===== src/common/bsl_pkg.sv =====
// shared constants and types for the bridge error and lock control pair
// assumes a single 10 MHz clock shared by both ends
package bsl_pkg;
    // ****************************************************************
    // register map (byte offsets on the avalon slave)
    // ****************************************************************
    localparam logic [4:0] BSL_OFF_CMD = 5'h00;
    localparam logic [4:0] BSL_OFF_STAT = 5'h04;
    localparam logic [4:0] BSL_OFF_BRC = 5'h08;
    localparam logic [4:0] BSL_OFF_DIS = 5'h0C;
    localparam logic [4:0] BSL_OFF_RSN = 5'h10;
    localparam logic [4:0] BSL_OFF_MTO = 5'h14;
    // command register fields
    localparam int BSL_CMD_PERR = 0;
    localparam int BSL_CMD_SERR = 1;
    // bridge control fields
    localparam int BSL_BRC_PERR = 0;
    localparam int BSL_BRC_FWD = 1;
    localparam int BSL_BRC_MAM = 2;
    localparam int BSL_BRC_MTO = 3;
    // status fields
    localparam int BSL_ST_SSE = 0;
    localparam int BSL_ST_RSE = 1;
    localparam int BSL_ST_DPE = 2;
    localparam int BSL_ST_PLK = 3;
    localparam int BSL_ST_SLK = 4;
    localparam int BSL_ST_PEND = 5;
    // error event / reason bit positions
    localparam int BSL_EV_PW_PAR = 0;
    localparam int BSL_EV_PW_TABT = 1;
    localparam int BSL_EV_PW_MABT = 2;
    localparam int BSL_EV_PW_RTY = 3;
    localparam int BSL_EV_DW_RTY = 4;
    localparam int BSL_EV_DR_RTY = 5;
    localparam int BSL_EV_MTO = 6;
    localparam int BSL_EV_SFWD = 7;
    // reset values
    localparam logic [1:0] BSL_CMD_RST = 2'h0;
    localparam logic [3:0] BSL_BRC_RST = 4'h0;
    localparam logic [5:0] BSL_DIS_RST = 6'h00;
    localparam logic [15:0] BSL_MTO_RST = 16'h8000;

    // ****************************************************************
    // types
    // ****************************************************************
    typedef enum logic [2:0] {
        BSL_RESP_NONE, BSL_RESP_RETRY, BSL_RESP_FWD, BSL_RESP_DATA,
        BSL_RESP_ABORT
    } bsl_resp_t;
    typedef enum logic [1:0] {BSL_SEC_OK, BSL_SEC_TABT, BSL_SEC_MABT}
        bsl_sec_t;
    typedef enum logic [1:0] {BSL_Q_PW, BSL_Q_DW, BSL_Q_DR} bsl_qkind_t;
endpackage : bsl_pkg


===== src/common/bsl_link_if.sv =====
// primary-bus link between the locking initiator and the bridge control
// assumes both ends run on the same clock; no clocking block
`timescale 1ns/1ps
interface bsl_link_if;
    import bsl_pkg::*;
    logic req_valid;
    logic req_read;
    logic req_mem;
    logic [31:0] req_addr;
    logic [3:0] req_cmd;
    logic [3:0] req_be;
    logic req_par;
    logic frame_n;
    logic lock_n;
    bsl_resp_t resp;
    logic [31:0] rdata;

    modport dev (input req_valid, req_read, req_mem, req_addr, req_cmd,
        req_be, req_par, frame_n, lock_n, output resp, rdata);
    modport ini (output req_valid, req_read, req_mem, req_addr, req_cmd,
        req_be, req_par, frame_n, lock_n, input resp, rdata);
endinterface : bsl_link_if


===== src/core/bsl_bridge_ctl.sv =====
// bridge side: system-error reporting and downstream lock control
// assumes the link initiator is on the same clock, pins are synchronised
// here, and software uses the avalon slave with one wait state
// Operation
// - posted-write parity serr needs both enables
// - no serr unless serr enable set
// - every serr sets signaled flag
// - forward secondary serr, set received flag
// - posted-write aborts raise serr conditionally
// - discard after retry limit, raise serr
// - master timeout serr gated by own enable
// - reason register, per-event disable mask (dis_ff covers six events; timeout and forward have no bit)
// - primary and secondary locks independent
// - initiator checks idle bus, lock free
// - lock deasserted at address, asserted after
// - locks cross downstream only
// - upstream traffic always forwarded unlocked
// - capture locked read, answer retry
// - first locked is read; no prefetch
// - retry all cross traffic while lock pending
// - secondary lock sequence, wait for free lock
// - matching locked repeat returns data, locks primary
// - master timeout discards, releases secondary lock
// - later locked transactions stay locked downstream
// - locked read abort: report, no lock
// - secondary data-parity flag conditions
//
// The Avalon-MM register port and the address map were left to the implementer.
`timescale 1ns/1ps
module bsl_bridge_ctl import bsl_pkg::*; #(
    parameter int RETRY_LIMIT = 2**24,
    parameter int NQ = 4
) (
    input wire logic clk,
    input wire logic nrst,
    bsl_link_if.dev link,
    input wire logic [4:0] avs_address,
    input wire logic avs_read,
    input wire logic avs_write,
    input wire logic [31:0] avs_writedata,
    output logic [31:0] avs_readdata,
    output logic avs_waitrequest,
    input wire logic s_serr_n,
    input wire logic s_lock_in_n,
    output logic s_lock_o_n,
    output logic s_lock_oe,
    input wire logic sec_idle,
    input wire logic prior_busy,
    output logic sec_start,
    output logic [31:0] sec_addr,
    output logic [3:0] sec_cmd,
    output logic [3:0] sec_be,
    output logic sec_par,
    input wire logic sec_done,
    input wire bsl_sec_t sec_status,
    input wire logic [31:0] sec_rdata,
    input wire logic pw_perr_rep,
    input wire logic pw_perr_as_tgt,
    input wire logic pw_tabort,
    input wire logic pw_mabort,
    input wire logic q_retry,
    input wire logic [$clog2(NQ)-1:0] q_retry_slot,
    input wire bsl_qkind_t q_retry_kind,
    input wire logic q_done,
    input wire logic [$clog2(NQ)-1:0] q_done_slot,
    output logic q_discard,
    output logic [$clog2(NQ)-1:0] q_discard_slot,
    input wire logic dpe_event,
    input wire logic dpe_down,
    input wire logic dpe_sec_bus,
    input wire logic dpe_master,
    output logic fwd_valid,
    output logic fwd_locked,
    output logic fwd_no_prefetch,
    output logic [31:0] fwd_addr,
    output logic [3:0] fwd_cmd,
    output logic [3:0] fwd_be,
    input wire logic up_req,
    output logic up_fwd,
    output logic p_serr_n,
    output logic pri_lock_held,
    output logic sec_lock_held
);
    localparam int RW = $clog2(RETRY_LIMIT) + 1;
    localparam logic [RW-1:0] RTY_LAST = RW'(RETRY_LIMIT - 1);
    typedef enum logic [2:0] {
        LK_IDLE, LK_QUEUED, LK_SECW, LK_SECA, LK_SECR, LK_WAITI, LK_HELD,
        LK_ABORT
    } bsl_lk_t;

    function automatic logic [7:0] f_w1c(input logic [7:0] q,
        input logic [7:0] s, input logic [7:0] c);
        return s | (q & ~c); // set wins over a same-cycle clear
    endfunction : f_w1c

    // ****************************************************************
    // avalon slave
    // ****************************************************************
    logic ack_ff, wr_fire;
    logic [1:0] cmd_ff;
    logic [3:0] brc_ff;
    logic [5:0] dis_ff;
    logic [15:0] mto_lim_ff;
    logic [2:0] st_ff;
    logic [7:0] rsn_ff;
    bsl_lk_t lk_ff, nxt_lk;

    // one wait state; write and read data land on the edge of acceptance
    assign avs_waitrequest = (avs_read | avs_write) & ~ack_ff;
    assign wr_fire = avs_write & ack_ff;
    always_ff @(posedge clk) begin
        if (!nrst) begin
            ack_ff <= 1'b0;
            avs_readdata <= 32'h0000_0000;
        end else begin
            ack_ff <= (avs_read | avs_write) & ~ack_ff;
            case (avs_address)
                BSL_OFF_CMD: avs_readdata <= {30'h0000_0000, cmd_ff};
                BSL_OFF_STAT: avs_readdata <= {26'h000_0000,
                    lk_ff != LK_IDLE, sec_lock_held, pri_lock_held, st_ff};
                BSL_OFF_BRC: avs_readdata <= {28'h000_0000, brc_ff};
                BSL_OFF_DIS: avs_readdata <= {26'h000_0000, dis_ff};
                BSL_OFF_RSN: avs_readdata <= {24'h00_0000, rsn_ff};
                BSL_OFF_MTO: avs_readdata <= {16'h0000, mto_lim_ff};
                default: avs_readdata <= 32'h0000_0000;
            endcase
        end
    end

    // control registers written by software
    always_ff @(posedge clk) begin
        if (!nrst) begin
            cmd_ff <= BSL_CMD_RST;
            brc_ff <= BSL_BRC_RST;
            dis_ff <= BSL_DIS_RST;
            mto_lim_ff <= BSL_MTO_RST;
        end else if (wr_fire) begin
            if (avs_address == BSL_OFF_CMD) cmd_ff <= avs_writedata[1:0];
            if (avs_address == BSL_OFF_BRC) brc_ff <= avs_writedata[3:0];
            if (avs_address == BSL_OFF_DIS) dis_ff <= avs_writedata[5:0];
            if (avs_address == BSL_OFF_MTO)
                mto_lim_ff <= avs_writedata[15:0];
        end
    end

    // ****************************************************************
    // pin synchronisers
    // ****************************************************************
    logic [2:0] serr_sy_ff, lock_sy_ff;
    logic serr_n_ff, slock_n_ff, serr_fall;
    // a level only counts once the last two stages agree
    always_ff @(posedge clk) begin
        if (!nrst) begin
            serr_sy_ff <= 3'h7;
            lock_sy_ff <= 3'h7;
            serr_n_ff <= 1'b1;
            slock_n_ff <= 1'b1;
        end else begin
            serr_sy_ff <= {serr_sy_ff[1:0], s_serr_n};
            lock_sy_ff <= {lock_sy_ff[1:0], s_lock_in_n};
            if (serr_sy_ff[1] == serr_sy_ff[2]) serr_n_ff <= serr_sy_ff[2];
            if (lock_sy_ff[1] == lock_sy_ff[2]) slock_n_ff <= lock_sy_ff[2];
        end
    end
    assign serr_fall = serr_n_ff & (serr_sy_ff[1] == serr_sy_ff[2])
        & ~serr_sy_ff[2];

    // ****************************************************************
    // retry counters, one per queue slot
    // ****************************************************************
    logic [RW-1:0] rty_cnt_ff [NQ];
    logic rty_hit;
    bsl_qkind_t disc_kind_ff;
    assign rty_hit = q_retry && rty_cnt_ff[q_retry_slot] == RTY_LAST;
    always_ff @(posedge clk) begin
        if (!nrst) begin
            for (int i = 0; i < NQ; i++) rty_cnt_ff[i] <= '0;
            q_discard <= 1'b0;
            q_discard_slot <= '0;
            disc_kind_ff <= BSL_Q_PW;
        end else begin
            q_discard <= rty_hit;
            if (q_retry) begin
                q_discard_slot <= q_retry_slot;
                disc_kind_ff <= q_retry_kind;
                rty_cnt_ff[q_retry_slot] <= rty_hit ? '0
                    : rty_cnt_ff[q_retry_slot] + 1'b1;
            end
            if (q_done && !(q_retry && q_retry_slot == q_done_slot))
                rty_cnt_ff[q_done_slot] <= '0;
        end
    end

    // ****************************************************************
    // system error generation
    // ****************************************************************
    logic mto_exp;
    logic [7:0] ev, masked, w1c_st;
    logic fire;
    always_comb begin
        ev = 8'h00;
        ev[BSL_EV_PW_PAR] = pw_perr_rep & ~pw_perr_as_tgt
            & cmd_ff[BSL_CMD_PERR] & brc_ff[BSL_BRC_PERR];
        ev[BSL_EV_PW_TABT] = pw_tabort;
        ev[BSL_EV_PW_MABT] = pw_mabort & brc_ff[BSL_BRC_MAM];
        ev[BSL_EV_PW_RTY] = q_discard && disc_kind_ff == BSL_Q_PW;
        ev[BSL_EV_DW_RTY] = q_discard && disc_kind_ff == BSL_Q_DW;
        ev[BSL_EV_DR_RTY] = q_discard && disc_kind_ff == BSL_Q_DR;
        ev[BSL_EV_MTO] = mto_exp & brc_ff[BSL_BRC_MTO];
        ev[BSL_EV_SFWD] = serr_fall & brc_ff[BSL_BRC_FWD];
    end
    // timeout and forward have no disable bit of their own
    assign masked = ev & ~{2'b00, dis_ff};
    assign fire = cmd_ff[BSL_CMD_SERR] & (|masked);
    assign w1c_st = f_w1c({5'h00, st_ff},
        {5'h00, dpe_event & dpe_down & dpe_sec_bus & dpe_master
            & brc_ff[BSL_BRC_PERR], ev[BSL_EV_SFWD], fire},
        (wr_fire && avs_address == BSL_OFF_STAT) ? avs_writedata[7:0]
            : 8'h00);

    // serr is a one-cycle low pulse; reason bits are sticky until cleared
    always_ff @(posedge clk) begin
        if (!nrst) begin
            p_serr_n <= 1'b1;
            st_ff <= 3'h0;
            rsn_ff <= 8'h00;
        end else begin
            p_serr_n <= ~fire;
            st_ff <= w1c_st[2:0];
            rsn_ff <= f_w1c(rsn_ff, fire ? masked : 8'h00,
                (wr_fire && avs_address == BSL_OFF_RSN)
                    ? avs_writedata[7:0] : 8'h00);
        end
    end

    // ****************************************************************
    // downstream lock control
    // ****************************************************************
    logic pend_ff, locked, match;
    logic [15:0] mto_cnt_ff;
    bsl_resp_t nxt_resp;
    assign locked = pend_ff & ~link.lock_n;
    assign match = fwd_addr == sec_addr && fwd_cmd == sec_cmd
        && fwd_be == sec_be;
    assign mto_exp = lk_ff == LK_WAITI && mto_cnt_ff == mto_lim_ff;

    // requests are judged the cycle after their address phase
    always_comb begin
        nxt_lk = lk_ff;
        nxt_resp = BSL_RESP_NONE;
        case (lk_ff)
            LK_IDLE: if (pend_ff) begin
                if (locked && fwd_cmd != 4'h0 && link.req_read) begin
                    nxt_resp = BSL_RESP_RETRY;
                    nxt_lk = LK_QUEUED;
                end else begin
                    nxt_resp = BSL_RESP_FWD;
                end
            end
            LK_QUEUED: if (!prior_busy) nxt_lk = LK_SECW;
            LK_SECW: if (slock_n_ff && sec_idle) nxt_lk = LK_SECA;
            LK_SECA: nxt_lk = LK_SECR;
            LK_SECR: if (sec_done) begin
                nxt_lk = (sec_status == BSL_SEC_OK) ? LK_WAITI : LK_ABORT;
            end
            LK_WAITI: begin
                if (locked && match) begin
                    nxt_resp = BSL_RESP_DATA;
                    nxt_lk = LK_HELD;
                end else if (mto_exp) begin
                    nxt_lk = LK_IDLE;
                end
            end
            LK_HELD: begin
                if (locked) nxt_resp = BSL_RESP_FWD;
                else if (link.lock_n && link.frame_n && !pend_ff)
                    nxt_lk = LK_IDLE;
            end
            LK_ABORT: if (locked && match) begin
                nxt_resp = BSL_RESP_ABORT;
                nxt_lk = LK_IDLE;
            end
            default: nxt_lk = LK_IDLE;
        endcase
        // everything else crossing while the lock is pending is retried
        if (pend_ff && nxt_resp == BSL_RESP_NONE)
            nxt_resp = BSL_RESP_RETRY;
    end

    always_ff @(posedge clk) begin
        if (!nrst) begin
            lk_ff <= LK_IDLE;
            pend_ff <= 1'b0;
            link.resp <= BSL_RESP_NONE;
            fwd_valid <= 1'b0;
            fwd_locked <= 1'b0;
            sec_start <= 1'b0;
            up_fwd <= 1'b0;
        end else begin
            lk_ff <= nxt_lk;
            pend_ff <= link.req_valid;
            link.resp <= nxt_resp;
            fwd_valid <= nxt_resp == BSL_RESP_FWD;
            fwd_locked <= nxt_resp == BSL_RESP_FWD && lk_ff == LK_HELD;
            sec_start <= lk_ff == LK_SECW && nxt_lk == LK_SECA;
            up_fwd <= up_req;
        end
    end

    // request fields captured at the address phase, lock copy kept apart
    always_ff @(posedge clk) begin
        if (!nrst) begin
            fwd_addr <= 32'h0000_0000;
            fwd_cmd <= 4'h0;
            fwd_be <= 4'h0;
            sec_addr <= 32'h0000_0000;
            sec_cmd <= 4'h0;
            sec_be <= 4'h0;
            sec_par <= 1'b0;
            link.rdata <= 32'h0000_0000;
        end else begin
            if (link.req_valid) begin
                fwd_addr <= link.req_addr;
                fwd_cmd <= link.req_cmd;
                fwd_be <= link.req_be;
            end
            if (lk_ff == LK_IDLE && nxt_lk == LK_QUEUED) begin
                sec_addr <= fwd_addr;
                sec_cmd <= fwd_cmd;
                sec_be <= fwd_be;
                sec_par <= link.req_par;
            end
            if (lk_ff == LK_SECR && sec_done) link.rdata <= sec_rdata;
        end
    end

    // master timeout waiting for the initiator to come back
    always_ff @(posedge clk) begin
        if (!nrst) mto_cnt_ff <= 16'h0000;
        else if (lk_ff == LK_WAITI) mto_cnt_ff <= mto_cnt_ff + 1'b1;
        else mto_cnt_ff <= 16'h0000;
    end

    // lock drive: released in the address phase, pulled low afterwards
    assign s_lock_o_n = 1'b0;
    assign s_lock_oe = lk_ff == LK_SECR || lk_ff == LK_WAITI
        || lk_ff == LK_HELD;
    // a foreign secondary lock never touches primary state
    assign pri_lock_held = lk_ff == LK_HELD;
    assign sec_lock_held = lk_ff == LK_WAITI || lk_ff == LK_HELD;
    // locked reads are never prefetched downstream
    assign fwd_no_prefetch = lk_ff != LK_IDLE;
endmodule : bsl_bridge_ctl


===== src/flat_wrapper.sv =====
// flat-port wrapper written by rule: the top's interface ports become plain ports
module bsl_bridge_ctl_flat import bsl_pkg::*;
#(
    parameter int RETRY_LIMIT = 2**24,
    parameter int NQ = 4
)
  (clk, nrst, avs_address, avs_read, avs_write, avs_writedata, avs_readdata, avs_waitrequest, s_serr_n, s_lock_in_n, s_lock_o_n, s_lock_oe, sec_idle, prior_busy, sec_start, sec_addr, sec_cmd, sec_be, sec_par, sec_done, sec_status, sec_rdata, pw_perr_rep, pw_perr_as_tgt, pw_tabort, pw_mabort, q_retry, q_retry_slot, q_retry_kind, q_done, q_done_slot, q_discard, q_discard_slot, dpe_event, dpe_down, dpe_sec_bus, dpe_master, fwd_valid, fwd_locked, fwd_no_prefetch, fwd_addr, fwd_cmd, fwd_be, up_req, up_fwd, p_serr_n, pri_lock_held, sec_lock_held, link_req_valid, link_req_read, link_req_mem, link_req_addr, link_req_cmd, link_req_be, link_req_par, link_frame_n, link_lock_n, link_resp, link_rdata);
  bsl_link_if link_i ();
  input wire logic clk;
  input wire logic nrst;
  input wire logic [4:0] avs_address;
  input wire logic avs_read;
  input wire logic avs_write;
  input wire logic [31:0] avs_writedata;
  output logic [31:0] avs_readdata;
  output logic avs_waitrequest;
  input wire logic s_serr_n;
  input wire logic s_lock_in_n;
  output logic s_lock_o_n;
  output logic s_lock_oe;
  input wire logic sec_idle;
  input wire logic prior_busy;
  output logic sec_start;
  output logic [31:0] sec_addr;
  output logic [3:0] sec_cmd;
  output logic [3:0] sec_be;
  output logic sec_par;
  input wire logic sec_done;
  input wire bsl_sec_t sec_status;
  input wire logic [31:0] sec_rdata;
  input wire logic pw_perr_rep;
  input wire logic pw_perr_as_tgt;
  input wire logic pw_tabort;
  input wire logic pw_mabort;
  input wire logic q_retry;
  input wire logic [$clog2(NQ)-1:0] q_retry_slot;
  input wire bsl_qkind_t q_retry_kind;
  input wire logic q_done;
  input wire logic [$clog2(NQ)-1:0] q_done_slot;
  output logic q_discard;
  output logic [$clog2(NQ)-1:0] q_discard_slot;
  input wire logic dpe_event;
  input wire logic dpe_down;
  input wire logic dpe_sec_bus;
  input wire logic dpe_master;
  output logic fwd_valid;
  output logic fwd_locked;
  output logic fwd_no_prefetch;
  output logic [31:0] fwd_addr;
  output logic [3:0] fwd_cmd;
  output logic [3:0] fwd_be;
  input wire logic up_req;
  output logic up_fwd;
  output logic p_serr_n;
  output logic pri_lock_held;
  output logic sec_lock_held;
  input wire logic [$bits(link_i.req_valid)-1:0] link_req_valid;
  input wire logic [$bits(link_i.req_read)-1:0] link_req_read;
  input wire logic [$bits(link_i.req_mem)-1:0] link_req_mem;
  input wire logic [$bits(link_i.req_addr)-1:0] link_req_addr;
  input wire logic [$bits(link_i.req_cmd)-1:0] link_req_cmd;
  input wire logic [$bits(link_i.req_be)-1:0] link_req_be;
  input wire logic [$bits(link_i.req_par)-1:0] link_req_par;
  input wire logic [$bits(link_i.frame_n)-1:0] link_frame_n;
  input wire logic [$bits(link_i.lock_n)-1:0] link_lock_n;
  output wire logic [$bits(link_i.resp)-1:0] link_resp;
  output wire logic [$bits(link_i.rdata)-1:0] link_rdata;
  assign link_i.req_valid = link_req_valid;
  assign link_i.req_read = link_req_read;
  assign link_i.req_mem = link_req_mem;
  assign link_i.req_addr = link_req_addr;
  assign link_i.req_cmd = link_req_cmd;
  assign link_i.req_be = link_req_be;
  assign link_i.req_par = link_req_par;
  assign link_i.frame_n = link_frame_n;
  assign link_i.lock_n = link_lock_n;
  assign link_resp = link_i.resp;
  assign link_rdata = link_i.rdata;
  bsl_bridge_ctl #(.RETRY_LIMIT(RETRY_LIMIT), .NQ(NQ)) u_core (.clk(clk), .nrst(nrst), .link(link_i), .avs_address(avs_address), .avs_read(avs_read), .avs_write(avs_write), .avs_writedata(avs_writedata), .avs_readdata(avs_readdata), .avs_waitrequest(avs_waitrequest), .s_serr_n(s_serr_n), .s_lock_in_n(s_lock_in_n), .s_lock_o_n(s_lock_o_n), .s_lock_oe(s_lock_oe), .sec_idle(sec_idle), .prior_busy(prior_busy), .sec_start(sec_start), .sec_addr(sec_addr), .sec_cmd(sec_cmd), .sec_be(sec_be), .sec_par(sec_par), .sec_done(sec_done), .sec_status(sec_status), .sec_rdata(sec_rdata), .pw_perr_rep(pw_perr_rep), .pw_perr_as_tgt(pw_perr_as_tgt), .pw_tabort(pw_tabort), .pw_mabort(pw_mabort), .q_retry(q_retry), .q_retry_slot(q_retry_slot), .q_retry_kind(q_retry_kind), .q_done(q_done), .q_done_slot(q_done_slot), .q_discard(q_discard), .q_discard_slot(q_discard_slot), .dpe_event(dpe_event), .dpe_down(dpe_down), .dpe_sec_bus(dpe_sec_bus), .dpe_master(dpe_master), .fwd_valid(fwd_valid), .fwd_locked(fwd_locked), .fwd_no_prefetch(fwd_no_prefetch), .fwd_addr(fwd_addr), .fwd_cmd(fwd_cmd), .fwd_be(fwd_be), .up_req(up_req), .up_fwd(up_fwd), .p_serr_n(p_serr_n), .pri_lock_held(pri_lock_held), .sec_lock_held(sec_lock_held));
endmodule

===== config.mk =====
export PLATFORM = sky130hd
export DESIGN_NAME = bsl_bridge_ctl_flat
export DESIGN_NICKNAME = d
export VERILOG_FILES = /design/src/common/bsl_pkg.sv /design/src/common/bsl_link_if.sv /design/src/core/bsl_bridge_ctl.sv /design/src/flat_wrapper.sv
export SDC_FILE = /design/constraint.sdc
export NUM_CORES = 1
export LEC_CHECK = 0
export BUFFER_PORTS_ARGS = -buffer_cell sky130_fd_sc_hd__buf_2
export CORE_MARGIN = 4
export CORE_UTILIZATION = 55
export CTS_BUF_LIST = sky130_fd_sc_hd__clkbuf_4 sky130_fd_sc_hd__clkbuf_8
export DETAILED_ROUTE_END_ITERATION = 8
export GPL_TIMING_DRIVEN = 0
export PLACE_DENSITY = 0.8
export REMOVE_ABC_BUFFERS = 1
export SLEW_MARGIN = 5
export SYNTH_ARGS = -nofsm -noshare
export SYNTH_HDL_FRONTEND = slang
export SYNTH_SLANG_ARGS = --single-unit

===== constraint.sdc =====
create_clock -name clk -period 8.4 [get_ports clk]
set_clock_uncertainty 0.05 [all_clocks]
set_input_delay 0.42 -clock clk [delete_from_list [all_inputs] [get_ports clk]]
set_output_delay 0.42 -clock clk [all_outputs]
set_load 0.1 [all_outputs]

==> summary.txt, run 1 <==
Route
  • Drt pass-1 iters: 5
  • Post-route antenna net violation count: 0
  • Post-Route WL: 36900 um
  • Initial DRC count: 854
  • Routed len/inst: 17.7 um
  • Vias per cell: 5.56
  • Vias: 11606
  • DRC Markers: 0

Worst setup path
  • Worst R2R Setup Slack: 4.98 ns
  • CP Launch Point: q_retry_slot[0]
  • Critical path type: in -> reg
  • CP endpoint: u_core.rty_cnt_ff[3][19]$_SDFFE_PP0P_
  • Setup crit end kind: register
  • R2R depth: 8
  • Crit path buf inv count: 1
  • CP most frequent cell: nand2_1
  • Slowest library cell on the worst path: a31oi_2
  • Worst path depth: 9
  • R2r startpoint: u_core.rty_cnt_ff[3][0]$_SDFFE_PP0P_
  • Critical path arrival: 4.30 ns
  • WP data required: 8.81 ns
  • Reg-to-reg endpoint: u_core.rty_cnt_ff[3][19]$_SDFFE_PP0P_
  • Critical-path cell list: buf_2, mux4_2, ha_1, nand2_1, o22a_1, nor3_1, a31oi_2, nand2_1, o21ai_0
  • Slowest Stage Delay on Critical Path: 0.83 ns
  • Top cell family by delay on the critical path: compound AO/OA/AOI/OAI gates
  • Worst setup SP type: input pin
  • Crit Path Max Fanout: 33

STA
  • Slew @ Worst Pin: 1.32 ns
  • Worst setup margin: 4.51 ns
  • Relative slew slack: 12.2%
  • Minimum clock period: 3.89 ns
  • Final setup viols: 0
  • RSZ-0062 raised after global routing: no
  • Tcrit/Tclk final: 46.3%
  • Max frequency: 0.257 GHz
  • TNS Setup: 0 ns
  • Slew Limit Fails: 0
  • Final Hold Viols: 0

GRT
  • Vias in the first global route: 10984
  • GRT Residual Overflow: 0
  • Largest net degree at the start of global routing: 103
  • First-pass GRT wire length: 57400 um
  • Global Route Usage Sum: 26.2%
  • Initial antenna violation count: 4

Cells and area
  • Layout filler cell count: 1998
  • Area growth from synthesis to layout: 18.8%
  • Share of cells above drive strength 1: 24.0%
  • Final Net Count: 1869

Synth
  • Post-synth top area share: 45.9%
  • Cell Area, Synth: 0.0135 mm^2
  • Seq/Total Area, Yosys: 45.9%
  • Post-synth EDFFs: 0
  • Dominant cells by area after synthesis: dfxtp_1 46%, nand2_1 8.0%, a21boi_0 5.1%, xnor2_1 5.0%, mux2i_1 4.9%
  • Post-synthesis cell count: 1483
  • Ys flop type: dfxtp_1
  • Yosys warnings: 0
  • Leading area contributor after synthesis: dfxtp_1
  • Post-synth ARST share: 0%
  • Syn avg cell area: 9.12 um^2
  • Netlist cell types: 64
  • FF+latch count, synth: 310

Hold path
  • Hold Path Stages: 3
  • HP Class: in -> reg

Placement
  • Worst slack, placed: 3.97 ns
  • PortBufs: 270
  • DP Wirelength: 25500 um
  • GPL Wtd Cong: 0.886

Clock network
  • CTS Buf Count: 49
  • CTS tree: yes
  • CTS clk-pin slew, worst paths: 0.06 ns
  • Clock sink count: 310
  • Worst-Skew Late Latency: 0.58 ns
  • # H-tree levels: 2
  • CTS root buffer: clkbuf_8
  • Post-CTS Setup Inserts: 0
  • CTS resizes: 0
  • Max Buffers Root-to-Sink: 3

Die
  • Die Y: 165 um
  • Die width: 165 um
  • Initial Util: 55.8%
  • # rows: 57
  • I/O pin cnt: 305
  • Core area: 0.0242 mm^2
  • Die ar.: 0.0272 mm^2

Outcome
  • Status: finished clean

Pwr
  • Leakage: 0.00635 uW
  • Pwr/cell area: 198 mW/mm^2
  • VDD IR max: 0.178 mV

Run
  • Maxcap violations: 0
-- cell type report --
type | count | area, um^2 | area share [%]
multi-input cells | 1071 | 6850 | 42.6
clock buffers | 82 | 997 | 6.20
flip-flops and latches | 310 | 6210 | 38.6
inverters | 10 | 37.5 | 0.234
repair buffers | 282 | 1510 | 9.37
well taps | 324 | 405 | 2.52
diodes | 4 | 10.0 | 0.0623
clock inverters | 5 | 60.1 | 0.374
-- synthesized netlist by cell type (5+ instances only) --
cell and count:
and2_1 17, a21oi_1 37, a22o_1 8, a22oi_1 19, nor2b_1 72, nand2b_1 14
a21boi_0 92, o21ai_0 48, nand2_1 288, mux2i_1 66, nor2_1 75, a22oi_2 7
xnor2_1 77, buf_4 20, mux4_2 25, nor4_1 11, dfxtp_1 310, nor3_1 19
buf_2 5, inv_1 10, clkbuf_1 74, a31oi_1 5, nand4_1 22, nand3_1 55
o21ai_1 9, and3_1 10, xor2_1 14
-- kinds of logic (layout without fill, tap and decap cells) --
family                     after synthesis  after routing  synth area share [%]
buffers and inverters                  118            379                  4.22
adders and majority gates                2              2                 0.185
AOI/OAI and AO/OA                      253            253                  12.8
other                                    1             21                0.0277
xor gates and xnor gates                91             91                  5.89
DFF                                    310            310                  45.9
muxes                                   91             91                  9.05
and+or+nand+nor                        617            617                  22.0
-- worst register-to-register path, delay by kind of cell (launching register included) --
family          cells  cell delay, ns
compound gates      3            1.35
simple gates        3            0.72
mux                 1            0.57
flops               1            0.32
fa+ha+maj           1            0.30
-- routing by layer --
layer | up-vias | share of wire, % | global-route usage, %
met3 | 87 | 6.2 | 4.07
met1 | 5546 | 42 | 34.3
li1 | 5553 | - | -
met4 | 0 | 3.2 | 10.1
met5 | - | 0 | 0
met2 | 420 | 48 | 43.6
-- state kept, by name (all words and copies together) (netlist names), 4 cells and up --
| register | flops |
|---|---|
| u_core.rsn_ff | 8 |
| u_core.avs_readdata | 16 |
| u_core.sec_addr | 32 |
| u_core.mto_lim_ff | 16 |
| u_core.mto_cnt_ff | 16 |
| u_core.sec_cmd | 4 |
| u_core.sec_be | 4 |
| u_core.rty_cnt_ff | 100 |
| u_core.fwd_cmd | 4 |
| u_core.dis_ff | 6 |
| u_core.link.rdata | 32 |
| u_core.fwd_addr | 32 |
| u_core.brc_ff | 4 |
| u_core.fwd_be | 4 |
-- placed cells by master, fill, tap and decap left out, drive strengths merged, types with 3 or more instances in the layout --
cell	count
a21boi	92
a21oi	37
a22o	8
a22oi	26
a31oi	5
and2	18
and3	10
and4	3
buf	279
clkbuf	82
conb	17
dfxtp	310
diode	4
dlygate4sd3	3
inv	12
mux2i	66
mux4	25
nand2	288
nand2b	14
nand3	56
nand3b	4
nand4	24
nor2	75
nor2b	72
nor3	19
nor3b	5
nor4	13
nor4b	3
nor4bb	3
o21ai	57
o22ai	4
o31ai	4
or2	3
xnor2	77
xor2	14
-- worst min-delay path by stage --
stage               slack, ns                                  to                       startpoint
CTS                      0.02  u_core.mto_lim_ff[12]$_SDFFE_PN0P_                avs_writedata[12]
global route             0.04  u_core.mto_lim_ff[12]$_SDFFE_PN0P_                avs_writedata[12]
detailed placement       0.35     u_core.serr_sy_ff[1]$_SDFF_PN1_  u_core.serr_sy_ff[0]$_SDFF_PN1_
floorplan                0.34     u_core.lock_sy_ff[1]$_SDFF_PN1_  u_core.lock_sy_ff[0]$_SDFF_PN1_
finish                   0.06   u_core.mto_lim_ff[8]$_SDFFE_PN0P_                 avs_writedata[8]
global placement         0.34     u_core.lock_sy_ff[1]$_SDFF_PN1_  u_core.lock_sy_ff[0]$_SDFF_PN1_
-- timing repair --
action | in CTS | in global routing
hold buffers | 3 | 0
setup endpoints to repair | 0 | 0
endpoints found under the hold margin | 3 | 0
-- where the power goes --
part	switching [uW]	leakage (uW)	internal, uW
Sequential	20.3	0.00251	1490
Clock	573	0.000562	777
Combinational	245	0.00328	85.7
Total	838	0.00635	2350
-- through the flow --
step / std cells / util [%] / power, uW / instance area (um^2) / hold WS, ns
after CTS: 2084 / 66.2 / 3220 / 16100 / 0.0235
after floorplan: 1391 / - / 1760 / 13100 / 0.336
after detailed placement: 1994 / 61.8 / 1870 / 15000 / 0.345
after global routing: 2088 / 66.3 / 3310 / 16100 / 0.0406
after global placement: 1985 / 61.1 / 1860 / 14800 / 0.339
final: 2088 / 66.3 / 3190 / 16100 / 0.0610
Power figures use the tool's default switching activity.
==> run 2: changes to the inputs <==
--- a/config.mk
+++ b/config.mk
@@ -5,13 +5,14 @@
 export SDC_FILE = /design/constraint.sdc
 export NUM_CORES = 1
 export LEC_CHECK = 0
+export ABC_AREA = 1
 export BUFFER_PORTS_ARGS = -buffer_cell sky130_fd_sc_hd__buf_2
 export CORE_MARGIN = 4
 export CORE_UTILIZATION = 55
 export CTS_BUF_LIST = sky130_fd_sc_hd__clkbuf_4 sky130_fd_sc_hd__clkbuf_8
 export DETAILED_ROUTE_END_ITERATION = 8
 export GPL_TIMING_DRIVEN = 0
-export PLACE_DENSITY = 0.8
+export PLACE_DENSITY = 0.79
 export REMOVE_ABC_BUFFERS = 1
 export SLEW_MARGIN = 5
 export SYNTH_ARGS = -nofsm -noshare
==> constraint.sdc (replaced) <==
create_clock -name clk -period 3.7 [get_ports clk]
set_clock_uncertainty 0.05 [all_clocks]
set_input_delay 0.185 -clock clk [delete_from_list [all_inputs] [get_ports clk]]
set_output_delay 0.185 -clock clk [all_outputs]
set_load 0.1 [all_outputs]
==> run 2 against run 1 <==
Routed wire length is 32% higher. Global-route usage rose by 6.3 points. Critical path type unchanged. Worst setup slack worse by 4.1 ns. Final cell count increased by 32%. Highest routed layer unchanged. Via count rose by 35%. Area after synthesis rose by 5.4%. Core utilization grew 4.2 points. Critical endpoint is now u_core.rty_cnt_ff[2][3]$_SDFFE_PP0P_. Largest power group unchanged. Sequential power increased by 130%. Clock power increased by 130%. Sequential cell count unchanged. Synthesized cell count grew 38%.
==> summary.txt, run 2 <==
Synth
  • Post-synth EDFFs: 0
  • Post-synth top area share: 43.5%
  • Most numerous cell in the Yosys netlist: nand2_1
  • Syn avg cell area: 6.96 um^2
  • Cell Area, Synth: 0.0143 mm^2
  • Seq/Total Area, Yosys: 43.5%
  • Yosys warnings: 0
  • Post-synth ARST share: 0%
  • FF+latch count, synth: 310
  • Post-synth top cells: 436 x nand2_1, 310 x dfxtp_1, 223 x a21oi_1
  • Leading area contributor after synthesis: dfxtp_1
  • Post-synthesis cell count: 2049
  • Dominant cells by area after synthesis: dfxtp_1 44%, nand2_1 11%, a21oi_1 7.8%, o21ai_0 6.8%, nor2_1 5.6%
  • Netlist cell types: 42
  • Ys flop type: dfxtp_1

GRT
  • GRT Residual Overflow: 0
  • Vias in the first global route: 14945
  • Largest net degree at the start of global routing: 98
  • First-pass GRT wire length: 76300 um
  • Global Route Usage Sum: 32.5%
  • Initial antenna violation count: 0

Placement
  • Post-placement cell count: 2555
  • GPL Wtd Cong: 0.915
  • DP Wirelength: 31600 um
  • PortBufs: 270
  • Worst slack, placed: -0.359 ns

Worst setup path
  • Critical-path cell list: buf_2, inv_4, nor2_1, nor2_1, o21ai_0, nand2_1, ha_1, nand3_1, nor2_2, nand3_4, nor2_4, nand3_4, nand3_1, inv_1, nand2_1, a21oi_1
  • Worst R2R Setup Slack: 0.52 ns
  • Worst setup SP type: input pin
  • Setup crit end kind: register
  • Slowest library cell on the worst path: inv_4
  • WP data required: 4.04 ns
  • Slowest Stage Delay on Critical Path: 0.68 ns
  • Crit Path Max Fanout: 57
  • Critical path arrival: 3.66 ns
  • Critical path type: in -> reg
  • R2R depth: 7
  • Reg-to-reg endpoint: u_core.lk_ff[0]$_SDFF_PN0_
  • R2r startpoint: u_core.lk_ff[0]$_SDFF_PN0_

Cells and area
  • Most flops, register: u_core.rty_cnt_ff
  • Commonest non-fill, non-tap cell in the layout: nand2_1
  • Post-layout util: 70.5%
  • Commonest non-fill, non-tap cells in the layout: 435 x nand2_1, 310 x dfxtp_1, 269 x buf_2
  • Final Net Count: 2530
  • Share of cells above drive strength 1: 17.6%
  • Max reg flops: 100
  • Area growth from synthesis to layout: 25.2%
  • Final std cells w/o fill: 2750

Die
  • Die width: 169 um
  • Initial Util: 56.3%
  • Core area: 0.0253 mm^2
  • # rows: 58
  • Die Y: 169 um
  • I/O pin cnt: 305
  • Die ar.: 0.0286 mm^2

Route
  • Post-route antenna net violation count: 0
  • Post-Route WL: 48900 um
  • Drt pass-1 iters: 6
  • Routed len/inst: 17.8 um
  • Vias per cell: 5.71
  • DRC Markers: 0
  • Vias: 15709
  • Initial DRC count: 1772

Outcome
  • Status: finished clean

Pwr
  • VDD IR max: 0.416 mV
  • Leakage: 0.00768 uW
  • Pwr/cell area: 461 mW/mm^2
  • Pwr Total: 8220 uW

Clock network
  • CTS tree: yes
  • Worst-Skew Late Latency: 0.58 ns
  • # H-tree levels: 2
  • CTS Buf Count: 50
  • CTS root buffer: clkbuf_8
  • Post-CTS Setup Inserts: 0
  • Clock sink count: 310
  • Max Buffers Root-to-Sink: 3
  • CTS clk-pin slew, worst paths: 0.06 ns

STA
  • RSZ-0062 raised after global routing: no
  • Slew Limit Fails: 0
  • TNS Setup: 0 ns
  • Slew @ Worst Pin: 1.31 ns
  • Minimum clock period: 3.32 ns
  • Relative slew slack: 12.3%
  • Max frequency: 0.301 GHz
  • Final setup viols: 0
  • Final Hold Viols: 0
  • Worst setup margin: 0.382 ns
  • Tcrit/Tclk final: 89.7%

Run
  • Maxcap violations: 0

Hold path
  • Hold Path Stages: 2
  • Min-delay src: nrst
  • HP Class: in -> reg
  • Worst min-delay path endpoint: u_core.mto_lim_ff[15]$_SDFFE_PN1P_
==> run 2: what timing repair did <==
action | CTS | global route
hold buffers | 108 | 0
gates resized for setup | 0 | 2
hold endpoints to repair | 123 | 0
setup endpoints to repair | 0 | 24
==> run 2: cell families after synthesis <==
kind of cell	share of synthesized area (%)
compound gates	16.5
xor+xnor	1.84
fa+ha+maj	0.175
buf+inv	9.41
flops	43.5
other cells	0.0263
simple gates	28.6
==> run 2: per-layer routing <==
metal	track usage (%)	vias up	wire length (um)	share of wire, %
li1	-	7416	-	-
met1	37.0	7227	17800	36
met2	57.7	830	23900	49
met3	5.51	236	4090	8.4
met4	17.9	0	3100	6.3
met5	0	-	0	0
==> run 2: metrics by stage <==
| stage | area (um^2) | hold slack (ns) |
|---|---|---|
| floorplan | 13700 | 0.224 |
| global placement | 15500 | 0.317 |
| detailed placement | 15700 | 0.324 |
| CTS | 17800 | 0.00559 |
| global route | 17800 | 0.0597 |
| finish | 17800 | 0.0384 |
==> run 2: power breakdown <==
group          internal [uW]  total, uW  switching, uW
clock network           1770       3110           1340
registers               3450       3540           91.1
logic                    370       1570           1200
==> run 2: cell type report <==
type | instances | area, um^2
repair buffers | 388 | 2630
fillers | 2011 | 7480
inverters | 198 | 746
clock inverters | 4 | 47.5
multi-input cells | 1437 | 6800
flip-flops and latches | 310 | 6210
diodes | 2 | 5.00
clock buffers | 81 | 1000
well taps | 330 | 413
==> run 2: critical path, delay by kind of cell <==
kind / cells / cell delay, ns
buffers and inverters: 3 / 1.25
adder cells (fa/ha/maj): 1 / 0.20
AND/OR/NAND/NOR: 10 / 1.79
AO/OA/AOI/OAI: 2 / 0.17
==> run 2: worst max path at each step <==
| stage | from | slack (ns) | to | depth (start not counted) |
|---|---|---|---|---|
| finish | q_retry_slot[0] | 0.38 | u_core.rty_cnt_ff[2][3]$_SDFFE_PP0P_ | 16 |
| global route | q_retry_slot[0] | 0.09 | u_core.rty_cnt_ff[2][0]$_SDFFE_PP0P_ | 16 |
| CTS | q_retry_slot[0] | 0.22 | u_core.rty_cnt_ff[2][3]$_SDFFE_PP0P_ | 16 |
| detailed placement | q_retry_slot[0] | -0.36 | u_core.rty_cnt_ff[2][3]$_SDFFE_PP0P_ | 16 |
| global placement | nrst | -2.21 | u_core.rty_cnt_ff[2][23]$_SDFFE_PP0P_ | 5 |
| floorplan | u_core.lk_ff[1]$_SDFF_PN0_ | -0.38 | u_core.avs_readdata[4]$_SDFF_PN0_ | 6 |
